### config.mk
export PLATFORM = sky130hd
export DESIGN_NAME = cpu_mode_and_access_guard
export DESIGN_NICKNAME = d
export VERILOG_FILES = /design/src/guard_pkg.sv /design/src/guard_if.sv /design/src/cpu_mode_and_access_guard.sv /design/src/mem_region_check.sv /design/src/sfr_rights.sv
export VERILOG_INCLUDE_DIRS = /design/src
export SDC_FILE = /design/constraint.sdc
export NUM_CORES = 1
export LEC_CHECK = 0
export ABC_AREA = 0
export BUFFER_PORTS_ARGS = -buffer_cell sky130_fd_sc_hd__buf_2
export CELL_PAD_IN_SITES_DETAIL_PLACEMENT = 2
export CELL_PAD_IN_SITES_GLOBAL_PLACEMENT = 2
export CORE_MARGIN = 3
export CORE_UTILIZATION = 30
export DETAILED_ROUTE_END_ITERATION = 10
export GPL_TIMING_DRIVEN = 0
export PLACE_DENSITY = 0.88
export SKIP_LAST_GASP = 1
export SYNTH_ARGS = -nofsm -noshare
export SYNTH_HDL_FRONTEND = slang
export SYNTH_SLANG_ARGS = --single-unit
### constraint.sdc
create_clock -name clk_sys -period 5.1 [get_ports clk_sys]
set_input_delay 0.255 -clock clk_sys [delete_from_list [all_inputs] [get_ports clk_sys]]
set_output_delay 0.255 -clock clk_sys [all_outputs]
set_load 0.02 [all_outputs]
### src/guard_consts.svh
`ifndef GUARD_CONSTS_SVH
`define GUARD_CONSTS_SVH
// ----------------------------------------
// Mode and region encodings
// ----------------------------------------
`define MODE_BOOT_CODE 4'h1
`define MODE_TEST_CODE 4'h2
`define MODE_RSUPER_CODE 4'h4
`define MODE_SYSTEM_CODE 4'h8
`define RG_APP_CODE 3'h0
`define RG_RO_CODE 3'h1
`define RG_WP_CODE 3'h2
`define RG_WO_CODE 3'h3
`define RG_CFG_CODE 3'h4
`define RG_RSV_CODE 3'h5
// ----------------------------------------
// Memory map
// ----------------------------------------
`define MEMT_ROM 2'h0
`define MEMT_RAM 2'h1
`define MEMT_EE 2'h2
`define ROM_PHYS_END 16'h8000
`define ROM_SPLIT 16'h4000
`define RAM_PHYS_END 16'h0800
`define RAM_SPLIT 16'h0400
`define EE_PHYS_END 16'h4000
`define EE_FULL_END 16'h3000
`define EE_REDUCED_END 16'h2000
`define ROW_SIZE 16'h0080
`define RO_END 16'h0020
`define WP_END 16'h0030
`define WO_END 16'h0050
`define CFG_END 16'h0060
// ----------------------------------------
// Exceptions, registers, reset values
// ----------------------------------------
`define EXC_VEC_MEM 8'h10
`define EXC_VEC_SYSTEM_VECTOR 8'h18
`define EXC_VEC_COP 8'h20
`define EXC_VEC_EXT 8'h28
`define SFR_FIXED 8'h00
`define SFR_RIGHTS_RD 8'hf0
`define SFR_RIGHTS_WR 8'hf1
`define SFR_GRP_MSB 7
`define SFR_GRP_LSB 5
`define OPT_EE_BIT 0
`define OPT_COP_BIT 1
`define OPT_EE_RESET 1'b1
`define OPT_COP_RESET 1'b1
`define RIGHTS_RESET 8'h00
`endif

### src/guard_pkg.sv
`include "guard_consts.svh"
package guard_pkg;
  typedef enum logic [3:0] {
    MODE_BOOT = `MODE_BOOT_CODE,
    MODE_TEST = `MODE_TEST_CODE,
    MODE_RSUPER = `MODE_RSUPER_CODE,
    MODE_SYSTEM = `MODE_SYSTEM_CODE
  } mode_t;
  typedef enum logic [2:0] {
    RG_APP = `RG_APP_CODE,
    RG_RO = `RG_RO_CODE,
    RG_WP = `RG_WP_CODE,
    RG_WO = `RG_WO_CODE,
    RG_CFG = `RG_CFG_CODE,
    RG_RSV = `RG_RSV_CODE
  } region_t;
  typedef struct packed {
    mode_t mode;
    mode_t savedMode;
    logic testOk;
    logic locked;
    logic cardDead;
    logic wpLocked;
    logic optEeFull;
    logic optCopEn;
    logic [7:0] rightsRd;
    logic [7:0] rightsWr;
    logic superFlag;
    logic systemFlag;
    logic bankSuper;
    logic appStart;
    logic excPulse;
    logic [7:0] excVec;
    logic memGrant;
    logic memDenied;
    logic [7:0] memWrOut;
    logic sfrGrant;
    logic [7:0] sfrRdOut;
  } guard_state_t;
endpackage

### src/guard_if.sv
`timescale 1ns/1ps
interface guard_if;
  import guard_pkg::*;
  mode_t mode;
  logic [1:0] memType;
  logic [15:0] addr;
  logic [15:0] eeLimit;
  region_t region;
  logic outOfRange;
  logic [7:0] sfrAddr;
  logic funcRd;
  logic funcWr;
  logic [7:0] rightsRd;
  logic [7:0] rightsWr;
  logic rdAllow;
  logic wrAllow;
  modport main (output mode, memType, addr, eeLimit, sfrAddr, funcRd, funcWr, rightsRd,
    rightsWr, input region, outOfRange, rdAllow, wrAllow);
  modport mem (input mode, memType, addr, eeLimit, output region, outOfRange);
  modport sfr (input mode, sfrAddr, funcRd, funcWr, rightsRd, rightsWr,
    output rdAllow, wrAllow);
endinterface

### src/cpu_mode_and_access_guard.sv
// Function
// (RULE_01) Every reset starts in boot mode, hidden from application code.
// (RULE_02) Boot ends in test mode if available, else system mode.
// (RULE_03) Boot may lead to test or restricted super; never back to boot.
// (RULE_04) Delivery fuse makes test mode unreachable forever.
// (RULE_05) Boot mode exists only in the start-up phase.
// (RULE_06) Status word holds super flag and system flag.
// (RULE_07) Top 128 EEPROM bytes are protected rows, removed from application space.
// (RULE_08) A 32-byte area is readable but never writable by applications.
// (RULE_09) A 16-byte area is writable until software write-protects it.
// (RULE_10) A 32-byte area lets each bit go from zero to one once.
// (RULE_11) Option area is reachable only by configuration firmware; the code also grants it to test mode.
// (RULE_12) Disabled card blocks every later application start.
// (RULE_13) Each memory split in two; only test mode reaches both parts.
// (RULE_14) Accesses beyond present or configured memory raise an exception.
// (RULE_15) Full register rights except restricted super mode, using two frozen registers.
// (RULE_16) Refused register writes do nothing; refused reads return a fixed value.
// (RULE_17) Some registers have two copies selected by the current mode.
// (RULE_18) Configuration vector enters restricted super mode; system vector raises exception.
// (RULE_19) Return from interrupt restores the status word saved at the event.
// (RULE_20) Software writes may only clear the super flag.
// (RULE_21) Using a disabled coprocessor raises an exception.
// (RULE_22) Options stay rewritable until locked by firmware, then frozen.
// (RULE_23) Exceptions branch to a source-dependent address in system mode.
// (RULE_24) Rights registers are writable only from system mode.
`timescale 1ns/1ps
`include "guard_consts.svh"
module cpu_mode_and_access_guard
  import guard_pkg::*;
(
  input wire logic clk_sys, // System clock
  input wire logic resetn, // Synchronous reset
  input wire logic testAvail, // Test circuitry present
  input wire logic deliveryFuse, // Delivery fuse blown
  input wire logic lockNv, // Stored option lock
  input wire logic cardDisOpt, // Card disable option fitted
  input wire logic cardDisNv, // Stored card disabled state
  input wire logic wpLockNv, // Stored write-protect state
  input wire logic bootDone, // Boot sequence finished
  input wire logic cvecCall, // Configuration vector call
  input wire logic svecCall, // System vector call
  input wire logic retiExec, // Return from interrupt
  input wire logic pswWrite, // Status word write
  input wire logic pswWrSuper, // Written super flag value
  input wire logic extExc, // Other exception source
  input wire logic cardDisableReq, // Software disables card
  input wire logic wpProtectReq, // Software write-protects area
  input wire logic cfgLockReq, // Firmware locks options
  input wire logic copUse, // Coprocessor access attempt
  input wire logic memReq, // Memory access
  input wire logic memWrite, // Memory write
  input wire logic [1:0] memType, // Memory type
  input wire logic [15:0] memAddr, // Physical address
  input wire logic [7:0] memWrIn, // Write data
  input wire logic [7:0] memOld, // Current stored byte
  input wire logic sfrReq, // Register access
  input wire logic sfrWrite, // Register write
  input wire logic [7:0] sfrAddr, // Register address
  input wire logic [7:0] sfrWrIn, // Register write data
  input wire logic [7:0] sfrRdIn, // Register read data
  input wire logic sfrFuncRd, // Register readable by function
  input wire logic sfrFuncWr, // Register writable by function
  output logic superFlag, // Super system flag
  output logic systemFlag, // System mode flag
  output logic [3:0] modeOut, // Current mode
  output logic appStart, // Application start pulse
  output logic excPulse, // Exception pulse
  output logic [7:0] excVector, // Exception address
  output logic memGrant, // Access granted
  output logic memDenied, // Access refused
  output logic [7:0] memWrOut, // Data to store
  output logic sfrGrant, // Register access granted
  output logic [7:0] sfrRdOut, // Register read result
  output logic sfrBankSuper, // Super copy selected
  output logic optEeFull, // Full EEPROM size option
  output logic optCopEn, // Coprocessor enabled option
  output logic optLocked // Options frozen
);
  localparam guard_state_t RESET_ST = '{mode: MODE_BOOT, savedMode: MODE_BOOT,
    optEeFull: `OPT_EE_RESET, optCopEn: `OPT_COP_RESET, rightsRd: `RIGHTS_RESET,
    rightsWr: `RIGHTS_RESET, superFlag: 1'b1, excVec: `EXC_VEC_MEM,
    sfrRdOut: `SFR_FIXED, bankSuper: 1'b1, default: '0};

  guard_state_t q;
  guard_state_t d;
  guard_if gif ();
  logic halted;
  logic excMem;
  logic excCop;
  logic excAny;
  logic memOk;
  logic sfrOk;
  logic rightsHit;
  logic [7:0] sfrData;

  mem_region_check u_mem (
    .g(gif.mem)
  );

  sfr_rights u_sfr (
    .g(gif.sfr)
  );

  assign gif.mode = q.mode;
  assign gif.memType = memType;
  assign gif.addr = memAddr;
  assign gif.eeLimit = q.optEeFull ? `EE_FULL_END : `EE_REDUCED_END;
  assign gif.sfrAddr = sfrAddr;
  assign gif.funcRd = sfrFuncRd;
  assign gif.funcWr = sfrFuncWr;
  assign gif.rightsRd = q.rightsRd;
  assign gif.rightsWr = q.rightsWr;

  function automatic logic memAllowed(input mode_t m, input region_t r, input logic wr,
    input logic wpl, input logic lk);
    if (m == MODE_TEST) return 1'b1;
    case (r)
      RG_APP: return 1'b1;
      RG_RO: return !wr;
      RG_WP: return !wr || !wpl;
      RG_WO: return 1'b1;
      RG_CFG: return (m == MODE_RSUPER) && !(wr && lk);
      default: return 1'b0;
    endcase
  endfunction

  // ----------------------------------------
  // Next state
  // ----------------------------------------
  always_comb
  begin
    d = q;
    d.appStart = 1'b0;
    d.excPulse = 1'b0;
    d.memGrant = 1'b0;
    d.memDenied = 1'b0;
    d.sfrGrant = 1'b0;
    halted = (q.mode == MODE_BOOT) && cardDisOpt && q.cardDead;
    excMem = memReq && gif.outOfRange;
    excCop = copUse && !q.optCopEn;
    excAny = excMem || svecCall || excCop || extExc;
    memOk = memAllowed(q.mode, gif.region, memWrite, q.wpLocked, q.locked);
    rightsHit = (sfrAddr == `SFR_RIGHTS_RD) || (sfrAddr == `SFR_RIGHTS_WR);
    sfrData = sfrRdIn;
    sfrOk = 1'b0;
    if (q.mode == MODE_BOOT)
    begin
      d.testOk = testAvail && !deliveryFuse; //RULE_04
      d.locked = q.locked || lockNv;
      d.cardDead = q.cardDead || cardDisNv;
      d.wpLocked = q.wpLocked || wpLockNv;
    end
    if (halted)
    begin
      // Card disabled: stay in boot, start nothing
      d.mode = MODE_BOOT; //RULE_12
    end
    else if (excAny)
    begin
      d.savedMode = q.mode;
      d.mode = MODE_SYSTEM; //RULE_23
      d.excPulse = 1'b1;
      if (excMem) d.excVec = `EXC_VEC_MEM; //RULE_14
      else if (svecCall) d.excVec = `EXC_VEC_SYSTEM_VECTOR; //RULE_18
      else if (excCop) d.excVec = `EXC_VEC_COP; //RULE_21
      else d.excVec = `EXC_VEC_EXT;
    end
    else if (cvecCall)
    begin
      d.savedMode = q.mode;
      d.mode = MODE_RSUPER; //RULE_18
    end
    else if (retiExec)
    begin
      // Restore, but boot can never come back
      if (q.savedMode != MODE_BOOT) d.mode = q.savedMode; //RULE_19 RULE_03
    end
    else
    begin
      case (q.mode)
        MODE_BOOT:
        begin
          if (bootDone && q.testOk && !deliveryFuse) d.mode = MODE_TEST; //RULE_02
          else if (bootDone)
          begin
            d.mode = MODE_SYSTEM; //RULE_02
            d.appStart = 1'b1;
          end
        end
        MODE_TEST, MODE_RSUPER:
        begin
          // Writes can clear the super flag only
          if (pswWrite && !pswWrSuper) d.mode = MODE_SYSTEM; //RULE_20
        end
        MODE_SYSTEM:
        begin
          d.mode = MODE_SYSTEM; //RULE_20
        end
        default:
        begin
          d.mode = MODE_SYSTEM; //RULE_05
        end
      endcase
    end
    if (cardDisableReq && cardDisOpt && q.mode == MODE_SYSTEM) d.cardDead = 1'b1; //RULE_12
    if (wpProtectReq && q.mode == MODE_SYSTEM) d.wpLocked = 1'b1; //RULE_09
    if (cfgLockReq && q.mode == MODE_RSUPER) d.locked = 1'b1; //RULE_22
    // Memory accesses
    if (memReq && !halted)
    begin
      if (gif.outOfRange)
      begin
        d.memDenied = 1'b1; //RULE_14
      end
      else if (memOk)
      begin
        d.memGrant = 1'b1; //RULE_11
        d.memWrOut = memWrIn;
        if (memWrite && gif.region == RG_WO && q.mode != MODE_TEST)
        begin
          d.memWrOut = memWrIn | memOld; //RULE_10
        end
        if (memWrite && gif.region == RG_CFG && !q.locked)
        begin
          d.optEeFull = memWrIn[`OPT_EE_BIT]; //RULE_22
          d.optCopEn = memWrIn[`OPT_COP_BIT];
        end
      end
      else
      begin
        d.memDenied = 1'b1; //RULE_08
      end
    end
    // Register accesses
    if (sfrReq)
    begin
      if (rightsHit)
      begin
        sfrOk = !sfrWrite || (q.mode == MODE_SYSTEM); //RULE_24
        sfrData = (sfrAddr == `SFR_RIGHTS_RD) ? q.rightsRd : q.rightsWr;
        if (sfrOk && sfrWrite && sfrAddr == `SFR_RIGHTS_RD) d.rightsRd = sfrWrIn; //RULE_15
        if (sfrOk && sfrWrite && sfrAddr == `SFR_RIGHTS_WR) d.rightsWr = sfrWrIn; //RULE_15
      end
      else
      begin
        sfrOk = sfrWrite ? gif.wrAllow : gif.rdAllow; //RULE_16
      end
      d.sfrGrant = sfrOk;
      d.sfrRdOut = (!sfrWrite && sfrOk) ? sfrData : `SFR_FIXED; //RULE_16
    end
    d.superFlag = (d.mode != MODE_SYSTEM); //RULE_06
    d.systemFlag = (d.mode == MODE_SYSTEM); //RULE_06
    d.bankSuper = (d.mode != MODE_SYSTEM); //RULE_17
  end

  always_ff @(posedge clk_sys)
  begin
    if (!resetn) q <= RESET_ST; //RULE_01
    else q <= d;
  end

  assign superFlag = q.superFlag;
  assign systemFlag = q.systemFlag;
  assign modeOut = q.mode;
  assign appStart = q.appStart;
  assign excPulse = q.excPulse;
  assign excVector = q.excVec;
  assign memGrant = q.memGrant;
  assign memDenied = q.memDenied;
  assign memWrOut = q.memWrOut;
  assign sfrGrant = q.sfrGrant;
  assign sfrRdOut = q.sfrRdOut;
  assign sfrBankSuper = q.bankSuper;
  assign optEeFull = q.optEeFull;
  assign optCopEn = q.optCopEn;
  assign optLocked = q.locked;
endmodule

### src/mem_region_check.sv
`timescale 1ns/1ps
`include "guard_consts.svh"
module mem_region_check
  import guard_pkg::*;
(
  guard_if.mem g // Address classification
);
  logic [15:0] limit;
  logic [15:0] rowBase;
  logic [15:0] off;

  function automatic region_t regionOf(input logic [15:0] o);
    if (o < `RO_END) return RG_RO;
    else if (o < `WP_END) return RG_WP;
    else if (o < `WO_END) return RG_WO;
    else if (o < `CFG_END) return RG_CFG;
    else return RG_RSV;
  endfunction

  always_comb
  begin
    rowBase = g.eeLimit - `ROW_SIZE;
    off = g.addr - rowBase;
    // Test mode sees both parts, others only the lower part
    if (g.memType == `MEMT_ROM) limit = (g.mode == MODE_TEST) ? `ROM_PHYS_END
      : `ROM_SPLIT; //RULE_13
    else if (g.memType == `MEMT_RAM) limit = (g.mode == MODE_TEST) ? `RAM_PHYS_END : `RAM_SPLIT;
    else if (g.memType == `MEMT_EE) limit = (g.mode == MODE_TEST) ? `EE_PHYS_END : g.eeLimit;
    else limit = 16'h0000;
    g.outOfRange = (g.addr >= limit); //RULE_14
    g.region = RG_APP;
    if (g.memType == `MEMT_EE && g.addr >= rowBase && g.addr < g.eeLimit)
    begin
      g.region = regionOf(off); //RULE_07
    end
  end
endmodule

### src/sfr_rights.sv
`timescale 1ns/1ps
`include "guard_consts.svh"
module sfr_rights
  import guard_pkg::*;
(
  guard_if.sfr g // Register access rights
);
  logic [2:0] grp;
  logic rsuper;

  function automatic logic gate(input logic func, input logic right, input logic rs);
    return func && (!rs || right);
  endfunction

  always_comb
  begin
    grp = g.sfrAddr[`SFR_GRP_MSB:`SFR_GRP_LSB];
    rsuper = (g.mode == MODE_RSUPER);
    // Full rights except in restricted super mode
    g.rdAllow = gate(g.funcRd, g.rightsRd[grp], rsuper); //RULE_15
    g.wrAllow = gate(g.funcWr, g.rightsWr[grp], rsuper); //RULE_15
  end
endmodule

==> results_dict.tcl <==
set metrics [dict create \
    drc 0 \
    synthCells 427 \
    grt_usage_pct 19.13 \
    grt_antenna_before_repair 0 \
    drtIter0Drc 133 \
    p_per_area_nw_per_um2 239.2 \
    tightest_slew_ns 1.027 \
    synth_compound_area_share_pct 14.45 \
    min_to "modeOut[1]" \
    htree_num_levels 2 \
    hold_viol_final 0 \
    ctsResizeCount 0 \
    syn_to_final_growth_pct 26.35 \
    synthXorXnorAreaFrac_pct 0.7530 \
    hp-class "in2reg" \
    slew_headroom_pct 31.20 \
    synth_flop_cell "dfxtp_1" \
    first_pass_iters 4 \
    start_kind "register" \
    boundaryPins 122 \
    cp.arrival_ns 4.27 \
    drt.antenna.violating_nets 0 \
    cpMaxStageDelayCell "or4b_2" \
    cp_max_fo 10 \
    synthMuxAreaShare_pct 12.66 \
    clkTransAtPathRegs_ns 0.07 \
    dieArea_um2 12960 \
    hp-start "cvecCall" \
    std_cell_rows 38 \
    peakVddDrop_v 0.0001815 \
    fin_nets 644 \
    min_delay_path_depth 2 \
    cts_hold_buf 0 \
    cts_buffer_depth 2 \
    async_reset_ff_share_pct 0 \
    avgSynthCellArea_um2 8.172 \
    multiInputGateArea_um2 1988 \
    routedWlPerCell_um 17.91 \
    synthAdderAreaFrac_pct 3.586 \
    yosys.area_share.simple_pct 24.99 \
    clock-skew-final_ns 0.006698 \
    synth_cell_type_count 59 \
    cts_setup_buffers 0 \
    timing.rr.start "modeOut[1]" \
    maxCapViolations 0 \
    max_stage_delay_ns 0.62 \
    synth_seq_area_share_pct 32.13 \
    clockRootBuffer "clkbuf_16" \
    finalCritPeriodShare_pct 80.09 \
    slew_violations 0 \
    drive_gt1_share_pct 31.16 \
    detailed_place_hpwl_um 9950 \
    crit_type "reg2reg" \
    syn_area_um2 3490 \
    final_common_cell "buf_2" \
    grt_pass1_vias 3996 \
    synth_edf_count 0 \
    regToRegEndpoint "excVector[5]" \
    fillers 1307 \
    clk_latency_ns 0.29 \
    layout_common_cells "114 x buf_2, 64 x nand2_1, 56 x dfxtp_1" \
    initial_core_util_pct 31.50 \
    via_per_inst 5.105 \
    cts.sink_count 56 \
    fin_crit_ns 4.084 \
    gr-total-overflow 0 \
    p_leak_nw 1.992 \
    diodes 0 \
    grt_pass1_wl_um 20110 \
    rr_worst_depth 10 \
    grt_start_max_net_pins 17 \
    cpLargestDelayFamily "compound AO/OA/AOI/OAI gates" \
    synth-seq-cells 56 \
    io_buffers 113 \
    end_kind "register" \
    wl_um 12390 \
    synth_top_family_by_area "simple AND/OR/NAND/NOR gates" \
    die_h_um 113.9 \
    p_total_mw 1.055 \
    fin_setup_tns_ns 0 \
    cts-buffers-inserted 5 \
    path_buf_inv 2 \
    fmaxAchievable_mhz 244.8 \
    cts_tree "built" \
    vias 3533 \
    status "complete, no violations" \
    ys_warn_count 0 \
    seq_area_um2 1121 \
    r2r_setup_slack_ns 1.02 \
    crit_chain "buf_2 > or4b_2 > clkbuf_1 > or3_1 > ha_1 > and4_1 > a221oi_1 > a21boi_0 > o21ai_1 > mux2_2" \
    rsz0062_at_grt "false" \
    crit_required_ns 5.29 \
    coreArea_um2 11080 \
    die_w_um 113.9 \
    globalplace.congestion 0.8405 \
    setup_viol_count_final 0 \
]
[flip-flops by register name, indices dropped and copies added, names as in the netlist, 3 cells and up]
register / cells
memWrOut: 8
excVector: 3
gif.rightsRd: 8
q: 7
gif.rightsWr: 8
modeOut: 4
sfrRdOut: 8
[layout make-up]
cell class | instances | area share [%]
Tap cell | 140 | 3.973
Multi-Input combinational cell | 306 | 45.09
Clock inverter | 2 | 0.7946
Inverter | 22 | 1.873
Clock buffer | 6 | 2.923
Sequential cell | 56 | 25.43
Buffer | 47 | 7.094
Timing Repair Buffer | 113 | 12.83
[how the worst max path moves through the flow]
stage	start	end	slack, ns	depth (start not counted)
after floorplan	modeOut[1]	excVector[5]	1.62	10
after global placement	modeOut[1]	excVector[5]	1.09	10
after detailed placement	modeOut[1]	excVector[5]	1.03	10
after CTS	modeOut[1]	excVector[5]	0.96	10
after global routing	modeOut[1]	excVector[5]	0.72	10
final	modeOut[1]	excVector[5]	1.02	10
[routing by layer]
layer	share of wire [%]	global-route usage, %	vias up
met1	42	22.73	1705
met5	0	0	-
met3	4.5	3.236	21
met4	2.1	5.542	0
li1	-	-	1719
met2	52	35.18	88
[worst reg2reg max path, delay by kind of cell, from the launching register on]
kind | cells | cell delay (ns)
flops | 1 | 0.34
buf+inv | 2 | 0.49
fa+ha+maj | 1 | 0.29
compound gates | 3 | 1.31
mux | 1 | 0.37
simple gates | 3 | 1.17
[cells by family after synthesis]
| kind of cell | after synthesis |
|---|---|
| and+or+nand+nor | 170 |
| AOI/OAI and AO/OA | 79 |
| buffers and inverters | 69 |
| DFF | 56 |
| muxes | 39 |
| adders and majority gates | 10 |
| xor gates and xnor gates | 3 |
| other | 1 |
[stage by stage]
stage          hold slack [ns]  worst slack (ns)  instances  cell area, um2  utilization (%)
3_5_place_dp            0.4476             1.031        684            4245            38.32
3_3_place_gp            0.4441             1.092        684            4245            38.32
6_report                0.2081             1.016        692            4409            39.80
2_1_floorplan           0.3320             1.620        431            3505                -
4_1_cts                 0.2008            0.9641        692            4409            39.80
5_1_grt                 0.2150            0.7238        692            4409            39.80
[power by group]
part,total [mW],leakage (nW),switching (mW),internal [mW]
combinational,0.201,1.45,0.114,0.0864
clock,0.393,0.0808,0.161,0.232
sequential,0.461,0.457,0.00932,0.452
[cell usage after synthesis (all sizes together) (5+ instances only)]
master,count,share of area (%)
nand4,5,0.90
nor3,6,0.86
o21ai,30,4.3
nor4b,6,2.3
inv,22,2.4
nand2,64,6.9
nor4,13,2.5
nand2b,7,1.3
clkbuf,11,1.2
nand3,9,1.3
mux2i,34,9.8
a21oi,20,3.0
buf,36,7.8
or3,5,1.0
ha,10,3.6
dfxtp,56,32
nor2,36,3.9
Note: power is estimated with default switching activity, not from simulation.
